--- src/shared/mode_cfg_pkg.sv ---
`default_nettype none
package mode_cfg_pkg;
	// Register offsets on the serial register port
	localparam logic [7:0] ADDR_OPERATING_MODE = 8'h04;
	localparam logic [7:0] ADDR_CHANNEL_KIND = 8'h05;
	localparam logic [7:0] ADDR_DIGITAL_DIRECTION = 8'h07;
	localparam logic [7:0] ADDR_OUTPUT_DRIVE_TYPE = 8'h09;
	localparam logic [7:0] ADDR_OUTPUT_LEVEL = 8'h0B;
	localparam logic [7:0] ADDR_INPUT_LEVEL = 8'h0D;
	localparam logic [7:0] ADDR_SCAN_SEQUENCE = 8'h10;

	// Reset values
	localparam logic [7:0] RESET_VALUE = 8'h00;
	localparam logic [7:0] UNMAPPED_READ = 8'h00;

	// Operating mode field positions
	localparam int HALT_ON_CRC_FAULT_BIT = 7;
	localparam int CONVERSION_MODE_SELECT_MSB = 6;
	localparam int CONVERSION_MODE_SELECT_LSB = 5;
	localparam int OSC_CHOICE_BIT = 4;
	localparam int DIVIDER_MSB = 3;
	localparam int DIVIDER_LSB = 0;

	// Scan sequence field positions; other bits read zero
	localparam int SEQ_START_BIT = 4;
	localparam int SEQ_MODE_MSB = 1;
	localparam int SEQ_MODE_LSB = 0;
	localparam logic [7:0] SCAN_SEQUENCE_MASK = 8'h13;

	// Conversion mode codes
	localparam logic [1:0] MODE_HOST_STARTED = 2'h0;
	localparam logic [1:0] MODE_AUTONOMOUS = 2'h1;
	localparam logic [1:0] MODE_TURBO = 2'h2;

	// Sequencing state under CRC fault
	typedef enum logic [0:0] {
		SEQ_RUN = 1'b0,
		SEQ_HALTED = 1'b1
	} halt_state_type;
endpackage : mode_cfg_pkg
`default_nettype wire

--- src/hw/mode_and_gpio_config_regs.sv ---
`timescale 1ns/100ps
`default_nettype none
module mode_and_gpio_config_regs #(
	parameter int NUM_CH = 8
) (
	// Clock and reset
	input wire logic core_clk,
	input wire logic rst_n,
	// Register port from the serial frame decoder
	input wire logic reg_wr_en,
	input wire logic reg_rd_en,
	input wire logic [7:0] reg_addr,
	input wire logic [7:0] reg_wdata,
	output logic [7:0] reg_rdata,
	output logic reg_rdata_valid,
	// From general configuration and CRC checker
	input wire logic force_analog_all,
	input wire logic crc_enable,
	input wire logic inbound_crc_error_flag,
	// To CRC logic
	output logic crc_check_active,
	// To sequencer and timing
	output logic [1:0] conversion_mode_select,
	output logic autonomous_active,
	output logic turbo_active,
	output logic oscillator_choice,
	output logic [3:0] sample_divider,
	output logic sequencing_pause,
	output logic seq_start,
	output logic [1:0] seq_mode,
	// Channel pads
	input wire logic [NUM_CH-1:0] analog_channel_pin,
	output logic [NUM_CH-1:0] pin_out,
	output logic [NUM_CH-1:0] pin_oe,
	output logic [NUM_CH-1:0] pin_analog_sel
);
	logic [7:0] operating_mode_config;
	logic [7:0] channel_kind_select;
	logic [7:0] digital_direction_select;
	logic [7:0] output_drive_type;
	logic [7:0] output_level;
	logic [7:0] input_level_readback;
	logic [7:0] scan_sequence_config;
	logic [NUM_CH-1:0] pin_meta;
	logic [NUM_CH-1:0] pin_sync;
	logic crc_fault;
	logic halt_mode;
	logic [NUM_CH-1:0] digital;
	mode_cfg_pkg::halt_state_type halt_state;
	mode_cfg_pkg::halt_state_type next_halt_state;

	function automatic logic hit(input logic [7:0] a, input logic [7:0] off);
		hit = (a == off);
	endfunction : hit

	always_ff @(posedge core_clk) begin
		if (!rst_n) begin
			operating_mode_config <= mode_cfg_pkg::RESET_VALUE;
			channel_kind_select <= mode_cfg_pkg::RESET_VALUE;
			digital_direction_select <= mode_cfg_pkg::RESET_VALUE;
			output_drive_type <= mode_cfg_pkg::RESET_VALUE;
			output_level <= mode_cfg_pkg::RESET_VALUE;
			scan_sequence_config <= mode_cfg_pkg::RESET_VALUE;
		end else if (reg_wr_en) begin
			if (hit(reg_addr, mode_cfg_pkg::ADDR_OPERATING_MODE)) begin
				operating_mode_config <= reg_wdata;
			end
			if (hit(reg_addr, mode_cfg_pkg::ADDR_CHANNEL_KIND)) begin
				channel_kind_select <= reg_wdata;
			end
			if (hit(reg_addr, mode_cfg_pkg::ADDR_DIGITAL_DIRECTION)) begin
				digital_direction_select <= reg_wdata;
			end
			if (hit(reg_addr, mode_cfg_pkg::ADDR_OUTPUT_DRIVE_TYPE)) begin
				output_drive_type <= reg_wdata;
			end
			if (hit(reg_addr, mode_cfg_pkg::ADDR_OUTPUT_LEVEL)) begin
				output_level <= reg_wdata;
			end
			if (hit(reg_addr, mode_cfg_pkg::ADDR_SCAN_SEQUENCE)) begin
				scan_sequence_config <= reg_wdata &
					mode_cfg_pkg::SCAN_SEQUENCE_MASK;
			end
		end
	end

	// Read answer one cycle after the strobe; unmapped reads zero
	always_ff @(posedge core_clk) begin
		if (!rst_n) begin
			reg_rdata <= mode_cfg_pkg::RESET_VALUE;
			reg_rdata_valid <= 1'b0;
		end else begin
			reg_rdata_valid <= reg_rd_en;
			if (!reg_rd_en) begin
				reg_rdata <= mode_cfg_pkg::RESET_VALUE;
			end else if (hit(reg_addr, mode_cfg_pkg::ADDR_OPERATING_MODE)) begin
				reg_rdata <= operating_mode_config;
			end else if (hit(reg_addr, mode_cfg_pkg::ADDR_CHANNEL_KIND)) begin
				reg_rdata <= channel_kind_select;
			end else if (hit(reg_addr,
				mode_cfg_pkg::ADDR_DIGITAL_DIRECTION)) begin
				reg_rdata <= digital_direction_select;
			end else if (hit(reg_addr,
				mode_cfg_pkg::ADDR_OUTPUT_DRIVE_TYPE)) begin
				reg_rdata <= output_drive_type;
			end else if (hit(reg_addr, mode_cfg_pkg::ADDR_OUTPUT_LEVEL)) begin
				reg_rdata <= output_level;
			end else if (hit(reg_addr, mode_cfg_pkg::ADDR_INPUT_LEVEL)) begin
				reg_rdata <= input_level_readback;
			end else if (hit(reg_addr, mode_cfg_pkg::ADDR_SCAN_SEQUENCE)) begin
				reg_rdata <= scan_sequence_config;
			end else begin
				reg_rdata <= mode_cfg_pkg::UNMAPPED_READ;
			end
		end
	end

	// Pads are asynchronous to core_clk
	always_ff @(posedge core_clk) begin
		if (!rst_n) begin
			pin_meta <= '0;
			pin_sync <= '0;
			input_level_readback <= mode_cfg_pkg::RESET_VALUE;
		end else begin
			pin_meta <= analog_channel_pin;
			pin_sync <= pin_meta;
			input_level_readback <= 8'(pin_sync);
		end
	end

	assign crc_fault = crc_enable & inbound_crc_error_flag;
	assign halt_mode = operating_mode_config[
		mode_cfg_pkg::HALT_ON_CRC_FAULT_BIT] &&
		(autonomous_active || turbo_active);

	always_comb begin
		next_halt_state = halt_state;
		unique case (halt_state)
			mode_cfg_pkg::SEQ_RUN: begin
				if (halt_mode && crc_fault) begin
					next_halt_state = mode_cfg_pkg::SEQ_HALTED;
				end
			end
			mode_cfg_pkg::SEQ_HALTED: begin
				if (!crc_fault) begin
					next_halt_state = mode_cfg_pkg::SEQ_RUN;
				end
			end
		endcase
	end

	always_ff @(posedge core_clk) begin
		if (!rst_n) begin
			halt_state <= mode_cfg_pkg::SEQ_RUN;
			sequencing_pause <= 1'b0;
		end else begin
			halt_state <= next_halt_state;
			sequencing_pause <= (next_halt_state == mode_cfg_pkg::SEQ_HALTED);
		end
	end

	always_ff @(posedge core_clk) begin
		if (!rst_n) begin
			conversion_mode_select <= mode_cfg_pkg::MODE_HOST_STARTED;
			autonomous_active <= 1'b0;
			turbo_active <= 1'b0;
			oscillator_choice <= 1'b0;
			sample_divider <= 4'h0;
			crc_check_active <= 1'b0;
			seq_start <= 1'b0;
			seq_mode <= 2'h0;
		end else begin
			conversion_mode_select <= operating_mode_config[
				mode_cfg_pkg::CONVERSION_MODE_SELECT_MSB:mode_cfg_pkg::CONVERSION_MODE_SELECT_LSB];
			autonomous_active <= operating_mode_config[
				mode_cfg_pkg::CONVERSION_MODE_SELECT_MSB:mode_cfg_pkg::CONVERSION_MODE_SELECT_LSB]
				== mode_cfg_pkg::MODE_AUTONOMOUS;
			turbo_active <= operating_mode_config[
				mode_cfg_pkg::CONVERSION_MODE_SELECT_MSB:mode_cfg_pkg::CONVERSION_MODE_SELECT_LSB]
				== mode_cfg_pkg::MODE_TURBO;
			oscillator_choice <=
				operating_mode_config[mode_cfg_pkg::OSC_CHOICE_BIT];
			sample_divider <= operating_mode_config[
				mode_cfg_pkg::DIVIDER_MSB:mode_cfg_pkg::DIVIDER_LSB];
			crc_check_active <= crc_enable;
			seq_start <= scan_sequence_config[mode_cfg_pkg::SEQ_START_BIT];
			seq_mode <= scan_sequence_config[
				mode_cfg_pkg::SEQ_MODE_MSB:mode_cfg_pkg::SEQ_MODE_LSB];
		end
	end

	// kind with overrides
	// Registers stay untouched during a halt, so release restores them
	assign digital = channel_kind_select[NUM_CH-1:0] &
		{NUM_CH{~force_analog_all && halt_state == mode_cfg_pkg::SEQ_RUN}};

	for (genvar ch = 0; ch < NUM_CH; ch++) begin : g_pin
		channel_pin_slice u_slice (
			.core_clk(core_clk),
			.rst_n(rst_n),
			.digital(digital[ch]),
			.direction_out(digital_direction_select[ch]),
			.push_pull(output_drive_type[ch]),
			.level(output_level[ch]),
			.pin_out(pin_out[ch]),
			.pin_oe(pin_oe[ch]),
			.analog_sel(pin_analog_sel[ch])
		);
	end
endmodule : mode_and_gpio_config_regs
`default_nettype wire

--- src/hw/channel_pin_slice.sv ---
`timescale 1ns/100ps
`default_nettype none
module channel_pin_slice (
	// Clock and reset
	input wire logic core_clk,
	input wire logic rst_n,
	// Effective configuration of this channel
	input wire logic digital,
	input wire logic direction_out,
	input wire logic push_pull,
	input wire logic level,
	// Pad controls
	output logic pin_out,
	output logic pin_oe,
	output logic analog_sel
);
	logic drive;

	assign drive = digital & direction_out;

	always_ff @(posedge core_clk) begin
		if (!rst_n) begin
			pin_out <= 1'b0;
			pin_oe <= 1'b0;
			analog_sel <= 1'b1;
		end else begin
			analog_sel <= ~digital;
			if (drive && push_pull) begin
				pin_out <= level;
				pin_oe <= 1'b1;
			end else begin
				// Open drain never drives high; pull-up does it
				pin_out <= 1'b0;
				pin_oe <= drive & ~level;
			end
		end
	end
endmodule : channel_pin_slice
`default_nettype wire

--- config.mk ---
export PLATFORM = sky130hd
export DESIGN_NAME = mode_and_gpio_config_regs
export DESIGN_NICKNAME = d
export VERILOG_FILES = /design/src/shared/mode_cfg_pkg.sv /design/src/hw/mode_and_gpio_config_regs.sv /design/src/hw/channel_pin_slice.sv
export SDC_FILE = /design/constraint.sdc
export NUM_CORES = 1
export LEC_CHECK = 0
export ABC_AREA = 1
export BUFFER_PORTS_ARGS = -buffer_cell sky130_fd_sc_hd__buf_2
export CAP_MARGIN = 20
export CORE_UTILIZATION = 38
export CTS_BUF_LIST = sky130_fd_sc_hd__clkbuf_8 sky130_fd_sc_hd__clkbuf_16
export CTS_CLUSTER_SIZE = 20
export DETAILED_ROUTE_END_ITERATION = 10
export PLACE_DENSITY_LB_ADDON = 0.1
export RECOVER_POWER = 50
export SYNTH_ARGS = -nofsm -noshare
export SYNTH_HDL_FRONTEND = slang
export SYNTH_HIERARCHICAL = 1
export SYNTH_SLANG_ARGS = --single-unit
--- constraint.sdc ---
create_clock -name core_clk -period 1.6 [get_ports core_clk]
set_input_delay 0.32 -clock core_clk [delete_from_list [all_inputs] [get_ports core_clk]]
set_output_delay 0.32 -clock core_clk [all_outputs]
set_load 0.02 [all_outputs]
==> results.sh, run 1 <==
export IMPL_slowest_delay_ns=0.33
export IMPL_cts_buffers=17
export IMPL_crit_type="flop to primary output"
export IMPL_pwr_share_comb_pct=3.4
export IMPL_hold_viol_final=0
export IMPL_critPathRequiredTime_ns=1.28
export IMPL_routedWlPerCell_um=12.5
export IMPL_clk_pin_slew_ns=0.05
export IMPL_worstHoldPathType="input port to flop"
export IMPL_postRouteWirelength_mm=9.79
export IMPL_remaining_drc_errors=0
export IMPL_dp_hpwl_mm=7.16
export IMPL_yosysWarnings=6
export IMPL_n_fill_cell=1060
export IMPL_cap_violations=0
export IMPL_placed_area_um2=4780
export IMPL_grt_ovfl_total=0
export IMPL_path_cells="buf_2"
export IMPL_worst_ep_arrival_time_ns=1.01
export IMPL_synth_seq_area_share_pct=54.0
export IMPL_p_int_w=0.00526
export IMPL_synthCells=533
export IMPL_path_delay_family="flip-flops"
export IMPL_period_needed_ns=1.33
export IMPL_insertion_delay_ns=0.51
export IMPL_die_area_um2=11500
export IMPL_first_iter_violations=181
export IMPL_synth_edff_count=0
export IMPL_synth_fp_nets=564
export IMPL_hold_path_cell_count=3
export IMPL_start_kind="flop"
export IMPL_timing_setup_tns_ns=0
export IMPL_vias=3553
export IMPL_critPathSlowestCell="dfxtp_1"
export IMPL_htree_num_levels=4
export IMPL_drtAntennaViolNets=0
export IMPL_synthTopCellsByCount="dfxtp_1, nand2_1, inv_1"
export IMPL_cp_end_kind="primary output"
export IMPL_syn2layout_area_growth_pct=26.9
export IMPL_rsz0062_at_grt="false"
export IMPL_netlist_area_leader_share_pct=54.0
export IMPL_reg2reg_to="g_pin[3].u_slice/pin_oe$_SDFF_PN0_"
export IMPL_synth_seq_cells=114
export IMPL_crit_path_max_fanout=3
export IMPL_initial_core_util_pct=39.0
export IMPL_synth_most_common_cell="dfxtp_1"
export IMPL_die_h_um=107
export IMPL_final_nets=663
export IMPL_yosysTopAreaCell="dfxtp_1"
export IMPL_cp_num_buf_inv=1
export IMPL_io_pin_count=78
export IMPL_numClockSinks=114
export IMPL_placeableCoreArea_um2=10800
export IMPL_finClkSkew_ns=0.00797
export IMPL_irDropWorstVdd_mv=0.538
export IMPL_setup_viol=0
export IMPL_pwr_share_clk_pct=53.5
export IMPL_min_from="crc_enable"
export IMPL_fmax_mhz=754
export IMPL_slew_headroom_pct=64.5
export IMPL_clockBufferDepth=2
export IMPL_p_switching_w=0.00141
export IMPL_r2r_start="halt_state$_SDFF_PN0_"
export IMPL_drive_gt1_share_pct=21.1
export IMPL_die_x_um=107
export IMPL_p_leak_nw=2.60
export IMPL_slew_viol_final=0
export IMPL_viasPerCell=4.53
export IMPL_tightest_slew_ns=0.530
export IMPL_synth_area_leaders="dfxtp_1, nand2_1, inv_1"
export IMPL_grt_pass1_vias=3339
export IMPL_syn_area_per_cell_um2=7.93
export IMPL_place_congestion=0.857
export IMPL_r2r_slack_ns=0.32
export IMPL_design_power_total_w=0.00667
export IMPL_status="complete, no violations"
export IMPL_grtUsageTotal_pct=18.7
export IMPL_place_ws_ns=0.0152
export IMPL_antenna_found_initial=0
export IMPL_ys_types=27
export IMPL_pwr_share_seq_pct=43.2
export IMPL_path_depth=1
export IMPL_grt_pass1_wl_mm=16.2
export IMPL_cts_tree="yes"
export IMPL_grt_max_degree=25
export IMPL_hold_worst_slack_ns=0.0197
export IMPL_num_antenna_cells=0
export IMPL_num_rows=38
export IMPL_async_reset_ff_share_pct=0
export IMPL_holdPathEnd="crc_check_active$_SDFF_PN0_"
export IMPL_synth_area_um2=4230
export IMPL_drtPass1Iterations=4
export IMPL_postLayoutSetupSlackWorst_ns=0.274
export IMPL_power_share_switching_pct=21.2
export IMPL_ys_flop_type="dfxtp_1"
export IMPL_ctsRootBufferMaster="clkbuf_8"
export IMPL_power_density_nw_per_um2=1240
export IMPL_finalCritPeriodShare_pct=82.9
export IMPL_io_buffers=77
export IMPL_fin_area_um2=5360
export IMPL_ff2ff_path_depth=4
==> power groups by stage <==
stage / Clock, W / Combinational, W / Sequential (W)
2_1_floorplan: 0 / 0.000119 / 0.00294
3_3_place_gp: 0 / 0.000219 / 0.00294
3_5_place_dp: 0 / 0.000222 / 0.00294
4_1_cts: 0.00363 / 0.000238 / 0.00288
5_1_grt: 0.00376 / 0.000251 / 0.00288
6_report: 0.00357 / 0.000224 / 0.00288
==> through the flow <==
step / utilization (%) / std cells
after floorplan: - / 533
after global placement: 44.1 / 745
after detailed placement: 44.1 / 745
after CTS: 50.1 / 785
after global routing: 49.5 / 785
final: 49.5 / 785
==> repair_timing <==
item                                   in CTS  in global routing
hold buffers                                8                  0
setup buffers                               0                  0
endpoints found under the hold margin       8                  0
resized for setup                           0                  0
==> final cells by class <==
cell class                      count  area (um2)  area share, %
Clock buffer                       20         455           8.49
Clock inverter                     12         116           2.17
Inverter                           85         319           5.95
Multi-Input combinational cell    317        1460           27.3
Sequential cell                   114        2280           42.5
Tap cell                          140         175           3.27
Timing Repair Buffer               97         552           10.3
==> worst max path at each step <==
stage,from,end,slack (ns)
2_1_floorplan,reg_addr[1],channel_kind_select[5]$_SDFFE_PN0P_,0.36
3_3_place_gp,reg_addr[6],reg_rdata[3]$_SDFF_PN0_,0.01
3_5_place_dp,reg_addr[6],reg_rdata[5]$_SDFF_PN0_,0.02
4_1_cts,halt_state$_SDFF_PN0_,sequencing_pause,0.25
5_1_grt,reg_addr[3],operating_mode_config[5]$_SDFFE_PN0P_,0.13
6_report,halt_state$_SDFF_PN0_,sequencing_pause,0.27
==> cells in the final DEF, fill, tap and decap left out, types with 3 or more instances in the layout <==
cell type | netlist | final
buf_2 | 1 | 75
dfxtp_1 | 114 | 114
nand2_2 | 4 | 4
buf_4 | 3 | 7
o21ai_1 | 9 | 5
inv_2 | 6 | 5
dlygate4sd3_1 | 0 | 8
clkbuf_16 | 0 | 16
clkinv_2 | 0 | 3
nor2_1 | 62 | 67
clkbuf_1 | 7 | 5
nand4_1 | 3 | 3
nand2_1 | 101 | 102
inv_1 | 78 | 82
a21oi_2 | 4 | 4
clkinvlp_4 | 0 | 4
clkbuf_8 | 0 | 4
nand3_1 | 46 | 47
o21ai_0 | 29 | 33
a21oi_1 | 38 | 38
==> sequential cells by signal, summed over array words and instances (netlist names) <==
register,flops
operating_mode_config,8
pin_sync,8
digital_direction_select,8
scan_sequence_config,3
turbo_active,1
g_pin.u_slice/pin_oe,8
crc_check_active,1
reg_rdata_valid,1
pin_meta,8
output_level,8
output_drive_type,8
sample_divider,4
g_pin.u_slice/pin_out,8
seq_start,1
channel_kind_select,8
halt_state,1
reg_rdata,8
seq_mode,2
g_pin.u_slice/analog_sel,8
input_level_readback,8
oscillator_choice,1
conversion_mode_select,2
autonomous_active,1
==> logic make-up (layout without fill, tap and decap cells) <==
group / after synthesis / count (layout) / synth area share (%)
DFF: 114 / 114 / 54.0
and+or+nand+nor: 237 / 237 / 25.9
AOI/OAI and AO/OA: 80 / 80 / 9.83
buffers and inverters: 102 / 214 / 10.2
==> routing by layer <==
| metal | global-route usage [%] | up-vias | wire length [um] |
|---|---|---|---|
| li1 | - | 1859 | - |
| met1 | 22.6 | 1601 | 4500 |
| met2 | 31.8 | 84 | 4740 |
| met3 | 5.15 | 9 | 428 |
| met4 | 6.46 | 0 | 114 |
| met5 | 0 | - | 0 |
No activity file was read; power rests on OpenSTA's default activity.
==> run 2, diff against run 1 <==
Settings changed: ABC_AREA 1 to 0.
Clock period 1.6 ns to 1.3 ns, I/O delays scaled along.
==> results.sh, run 2 <==
export IMPL_finClkSkew_ns=0.00749
export IMPL_tightest_slew_ns=0.572
export IMPL_clk_pin_slew_ns=0.05
export IMPL_synth_fp_nets=456
export IMPL_finalCritPeriodShare_pct=92.4
export IMPL_yosysTopAreaCell="dfxtp_1"
export IMPL_antenna_found_initial=0
export IMPL_htree_num_levels=4
export IMPL_drive_gt1_share_pct=30.4
export IMPL_viasPerCell=4.78
export IMPL_insertion_delay_ns=0.41
export IMPL_routedWlPerCell_um=15.0
export IMPL_synth_area_leaders="dfxtp_1, mux2i_1, nor2b_1"
export IMPL_initial_core_util_pct=39.8
export IMPL_hold_viol_final=0
export IMPL_ys_flop_type="dfxtp_1"
export IMPL_placed_area_um2=5160
export IMPL_min_from="analog_channel_pin[6]"
export IMPL_p_leak_nw=2.52
export IMPL_yosysWarnings=6
export IMPL_fin_area_um2=5680
export IMPL_cp_num_buf_inv=2
export IMPL_r2r_start="halt_state$_SDFF_PN0_"
export IMPL_grt_pass1_wl_mm=16.5
export IMPL_n_fill_cell=1096
export IMPL_synth_seq_area_share_pct=52.0
export IMPL_slew_headroom_pct=61.9
export IMPL_power_density_nw_per_um2=1510
export IMPL_crit_path_max_fanout=8
export IMPL_die_area_um2=12000
export IMPL_numClockSinks=114
export IMPL_hold_buffers=0
export IMPL_hold_path_cell_count=2
export IMPL_async_reset_ff_share_pct=0
export IMPL_worst_ep_arrival_time_ns=1.48
export IMPL_slew_viol_final=0
export IMPL_synth_edff_count=0
export IMPL_grtUsageTotal_pct=19.1
export IMPL_postRouteWirelength_mm=10.2
export IMPL_io_buffers=77
export IMPL_period_needed_ns=1.20
export IMPL_synth_simple_area_share_pct=27.2
export IMPL_synth_area_um2=4390
export IMPL_final_common_cell="dfxtp_1"
export IMPL_setup_viol=0
export IMPL_vias=3262
export IMPL_dp_hpwl_mm=7.44
export IMPL_ff2ff_path_depth=5
export IMPL_path_delay_family="compound AO/OA/AOI/OAI gates"
export IMPL_netlist_area_leader_share_pct=52.0
export IMPL_grt_pass1_vias=3200
export IMPL_rsz0062_at_grt="false"
export IMPL_first_iter_violations=108
export IMPL_r2r_slack_ns=0.11
export IMPL_layout_common_cells="dfxtp_1, buf_2, nor2b_1"
export IMPL_synthCells=425
export IMPL_die_h_um=110
export IMPL_synth_seq_cells=114
export IMPL_ctsRootBufferMaster="clkbuf_16"
export IMPL_synth_fa_ha_area_share_pct=0
export IMPL_cap_violations=0
export IMPL_cts_repair_resized=0
export IMPL_fmax_mhz=832
export IMPL_cts_buffers=17
export IMPL_critPathSlowestCell="o21ai_0"
export IMPL_start_kind="input port"
export IMPL_cp_end_kind="flop"
export IMPL_synthTopCellsByCount="dfxtp_1, nor2b_1, mux2i_1"
export IMPL_design_power_total_w=0.00857
export IMPL_num_antenna_cells=0
export IMPL_clockBufferDepth=2
export IMPL_critPathRequiredTime_ns=1.58
export IMPL_crit_type="input port to flop"
export IMPL_holdPathEnd="pin_meta[6]$_SDFF_PN0_"
export IMPL_slowest_delay_ns=0.37
export IMPL_worstHoldPathType="input port to flop"
export IMPL_num_rows=38
export IMPL_path_cells="clkbuf_2 > nor4b_4 > buf_4 > nand2_1 > o21ai_0 > a21oi_1"
export IMPL_synth_compound_area_share_pct=7.69
export IMPL_io_pin_count=78
export IMPL_synth_mux_area_share_pct=10.5
export IMPL_place_congestion=0.844
export IMPL_irDropWorstVdd_mv=1.17
export IMPL_grt_ovfl_total=0
export IMPL_status="complete, no violations"
export IMPL_remaining_drc_errors=0
export IMPL_ys_types=41
export IMPL_synthXorXnorAreaFrac_pct=0
export IMPL_cts_setup_buffers=0
export IMPL_die_x_um=110
export IMPL_placeableCoreArea_um2=11000
export IMPL_grt_max_degree=60
export IMPL_final_nets=561
export IMPL_synth_most_common_cell="dfxtp_1"
export IMPL_reg2reg_to="g_pin[1].u_slice/pin_oe$_SDFF_PN0_"
export IMPL_drtPass1Iterations=4
export IMPL_syn2layout_area_growth_pct=29.3
export IMPL_synth_top_family_by_area="simple AND/OR/NAND/NOR gates"
export IMPL_fin_util_pct=51.5
export IMPL_syn_area_per_cell_um2=10.3
export IMPL_drtAntennaViolNets=0
export IMPL_cts_tree="yes"
[run 2: cell count changes after synthesis, sizes merged, moves of 5 or more]
cell     delta
inv        -76
nand2      -75
nor2       -61
nor2b      +54
mux2i      +46
and2       +44
nand3      -29
a21oi      -26
o21ai      -22
clkbuf      +6
nand2b      +5
o2111ai     +5
o31ai       +5
[run 2: worst register-to-register path: cells and delay by family, from the launching register on]
kind                   cells  cell delay (ns)
and+or+nand+nor            3             0.44
DFF                        1             0.32
AOI/OAI and AO/OA          1             0.13
buffers and inverters      1             0.22
[run 2: power breakdown]
group          total, W  internal, W  switching [W]
Combinational  0.000354     0.000147       0.000207
Clock           0.00467      0.00312        0.00155
Sequential      0.00354      0.00353     0.00000940
Total           0.00857      0.00681        0.00176
[run 2: layout make-up]
| type | instances | area [um2] | share of cell area (%) |
|---|---|---|---|
| inverters | 8 | 30.0 | 0.529 |
| well taps | 140 | 175 | 3.08 |
| repair buffers | 105 | 579 | 10.2 |
| flip-flops and latches | 114 | 2280 | 40.2 |
| clock buffers | 20 | 467 | 8.22 |
| clock inverters | 11 | 136 | 2.40 |
| multi-input cells | 284 | 2010 | 35.4 |
[run 2: kinds of logic (layout without fill, tap and decap cells)]
family | after synthesis | after routing
buffers and inverters | 27 | 144
flip-flops | 114 | 114
AND/OR/NAND/NOR | 188 | 188
multiplexers | 46 | 46
AO/OA/AOI/OAI | 50 | 50
[run 2: per-stage QoR]
step	hold WS [ns]	setup WS (ns)	setup TNS, ns	instances
after floorplan	0.329	-0.0282	-0.393	425
after global placement	0.417	-0.308	-10.07	651
after detailed placement	0.418	-0.321	-10.53	651
after CTS	0.0364	0.0832	0	682
after global routing	0.0381	0.00889	0	682
final	0.0543	0.0986	0	682
[run 2: worst max-delay path by stage]
stage | startpoint | endpoint | slack [ns] | cells past startpoint
finish | reg_addr[7] | reg_rdata[2]$_SDFF_PN0_ | 0.1 | 6
global route | halt_state$_SDFF_PN0_ | g_pin[1].u_slice/pin_oe$_SDFF_PN0_ | 0.009 | 5
CTS | halt_state$_SDFF_PN0_ | sequencing_pause | 0.08 | 1
detailed placement | reg_addr[3] | reg_rdata[5]$_SDFF_PN0_ | -0.32 | 6
global placement | reg_addr[3] | reg_rdata[3]$_SDFF_PN0_ | -0.31 | 6
floorplan | reg_addr[5] | reg_rdata[0]$_SDFF_PN0_ | -0.03 | 5
[run 2: per-layer routing]
layer / share of wire [%] / global-route usage [%]
met5: 0 / 0
met4: 1.7 / 8.57
met3: 4.2 / 5.57
met2: 44 / 28.4
met1: 50 / 25.5
==> run 3, diff against run 2 <==
Settings changed: PLACE_DENSITY_LB_ADDON 0.1 to 0.08.
==> results.sh, run 3 (synthesized netlist as in run 2, its figures left out) <==
export IMPL_fin_util_pct=52.2
export IMPL_die_area_um2=12000
export IMPL_worstHoldPathType="input port to flop"
export IMPL_final_common_cell="dfxtp_1"
export IMPL_crit_path_max_fanout=51
export IMPL_io_pin_count=78
export IMPL_viasPerCell=4.69
export IMPL_fmax_mhz=830
export IMPL_start_kind="input port"
export IMPL_dp_hpwl_mm=7.44
export IMPL_cts_buffers=17
export IMPL_grt_pass1_vias=3048
export IMPL_htree_num_levels=4
export IMPL_n_fill_cell=1057
export IMPL_postRouteWirelength_mm=10.3
export IMPL_place_congestion=0.823
export IMPL_tightest_slew_ns=0.971
export IMPL_crit_type="input port to flop"
export IMPL_irDropWorstVdd_mv=0.883
export IMPL_die_x_um=110
export IMPL_hold_buffers=0
export IMPL_clk_pin_slew_ns=0.05
export IMPL_cts_setup_buffers=0
export IMPL_grtUsageTotal_pct=18.7
export IMPL_status="complete, no violations"
export IMPL_worst_ep_arrival_time_ns=1.55
export IMPL_final_nets=564
export IMPL_finalCritPeriodShare_pct=92.7
export IMPL_drive_gt1_share_pct=31.1
export IMPL_hold_worst_slack_ns=0.0504
export IMPL_slew_headroom_pct=35.3
export IMPL_num_antenna_cells=0
export IMPL_layout_common_cells="dfxtp_1, buf_2, nor2b_1"
export IMPL_syn2layout_area_growth_pct=31.0
export IMPL_cts_repair_resized=0
export IMPL_numClockSinks=114
export IMPL_finClkSkew_ns=0.00659
export IMPL_num_rows=38
export IMPL_critPathRequiredTime_ns=1.64
export IMPL_power_density_nw_per_um2=1590
export IMPL_setup_viol=0
export IMPL_cts_tree="yes"
export IMPL_finalNonFillerCells=686
export IMPL_drtAntennaViolNets=0
export IMPL_hold_viol_final=0
export IMPL_ctsRootBufferMaster="clkbuf_16"
export IMPL_grt_pass1_wl_mm=16.3
export IMPL_clockBufferDepth=2
export IMPL_slew_viol_final=0
export IMPL_placeableCoreArea_um2=11000
export IMPL_insertion_delay_ns=0.41
export IMPL_dp_cells=654
export IMPL_remaining_drc_errors=0
export IMPL_die_h_um=110
export IMPL_initial_core_util_pct=39.8
export IMPL_period_needed_ns=1.21
export IMPL_routedWlPerCell_um=15.0
export IMPL_drtPass1Iterations=4
export IMPL_p_leak_nw=2.57
export IMPL_rsz0062_at_grt="false"
export IMPL_cap_violations=0
export IMPL_grt_max_degree=52
export IMPL_grt_ovfl_total=0
export IMPL_io_buffers=77
export IMPL_antenna_found_initial=0
export IMPL_first_iter_violations=113
export IMPL_cp_end_kind="flop"
export IMPL_design_power_total_w=0.00913
export IMPL_vias=3214
==> run 3: cell count changes in the layout (fill, tap and decap cells not counted), sizes merged <==
cell,change
bufinv,+3
inv,-1
clkinv,+1
buf,+7
clkbuf,-6
==> run 3: path summary, 6_finish.rpt <==
kind,startpoint,end,slack (ns),depth (start not counted)
setup / recovery,rst_n,g_pin[0].u_slice/pin_oe$_SDFF_PN0_,0.09,4
setup reg to reg,output_level[4]$_SDFFE_PN0P_,reg_rdata[4]$_SDFF_PN0_,0.13,4
hold reg to reg,pin_meta[1]$_SDFF_PN0_,pin_sync[1]$_SDFF_PN0_,0.43,1
hold / removal,analog_channel_pin[5],pin_meta[5]$_SDFF_PN0_,0.05,2
==> run 3: critical path: stages <==
cell and delay (ns):
buf_2 0.10, clkbuf_2 0.74, nand3_1 0.27, a21oi_2 0.16
==> run 3: layout make-up <==
cell class / instances / area, um2 / area share [%]
sequential: 114 / 2280 / 39.7
multi-input combinational: 284 / 1980 / 34.4
timing repair buffer: 108 / 612 / 10.6
clock buffer: 18 / 439 / 7.63
clock inverter: 14 / 235 / 4.09
tap: 140 / 175 / 3.04
inverter: 8 / 30.0 / 0.522
==> run 3: routing by layer <==
layer | share of wire (%) | wire, um | up-vias | track usage [%]
met4 | 1.6 | 159 | 0 | 8.00
met2 | 43 | 4420 | 70 | 27.0
met3 | 5.0 | 514 | 15 | 5.22
met1 | 50 | 5170 | 1467 | 26.1
met5 | 0 | 0 | - | 0
li1 | - | - | 1662 | -
==> run 3: through the flow <==
stage / area [um2] / setup TNS, ns / worst slack (ns)
CTS: 5860 / 0 / 0.0471
finish: 5760 / 0 / 0.0950
detailed placement: 5180 / -11.18 / -0.367
global route: 5760 / 0 / 0.00669
floorplan: 4430 / -0.393 / -0.0282
global placement: 5180 / -11.04 / -0.356
==> run 3: where the power goes <==
group          internal, W  switching [W]
logic             0.000153       0.000203
clock network      0.00363        0.00160
registers          0.00353     0.00000920
total              0.00732        0.00181
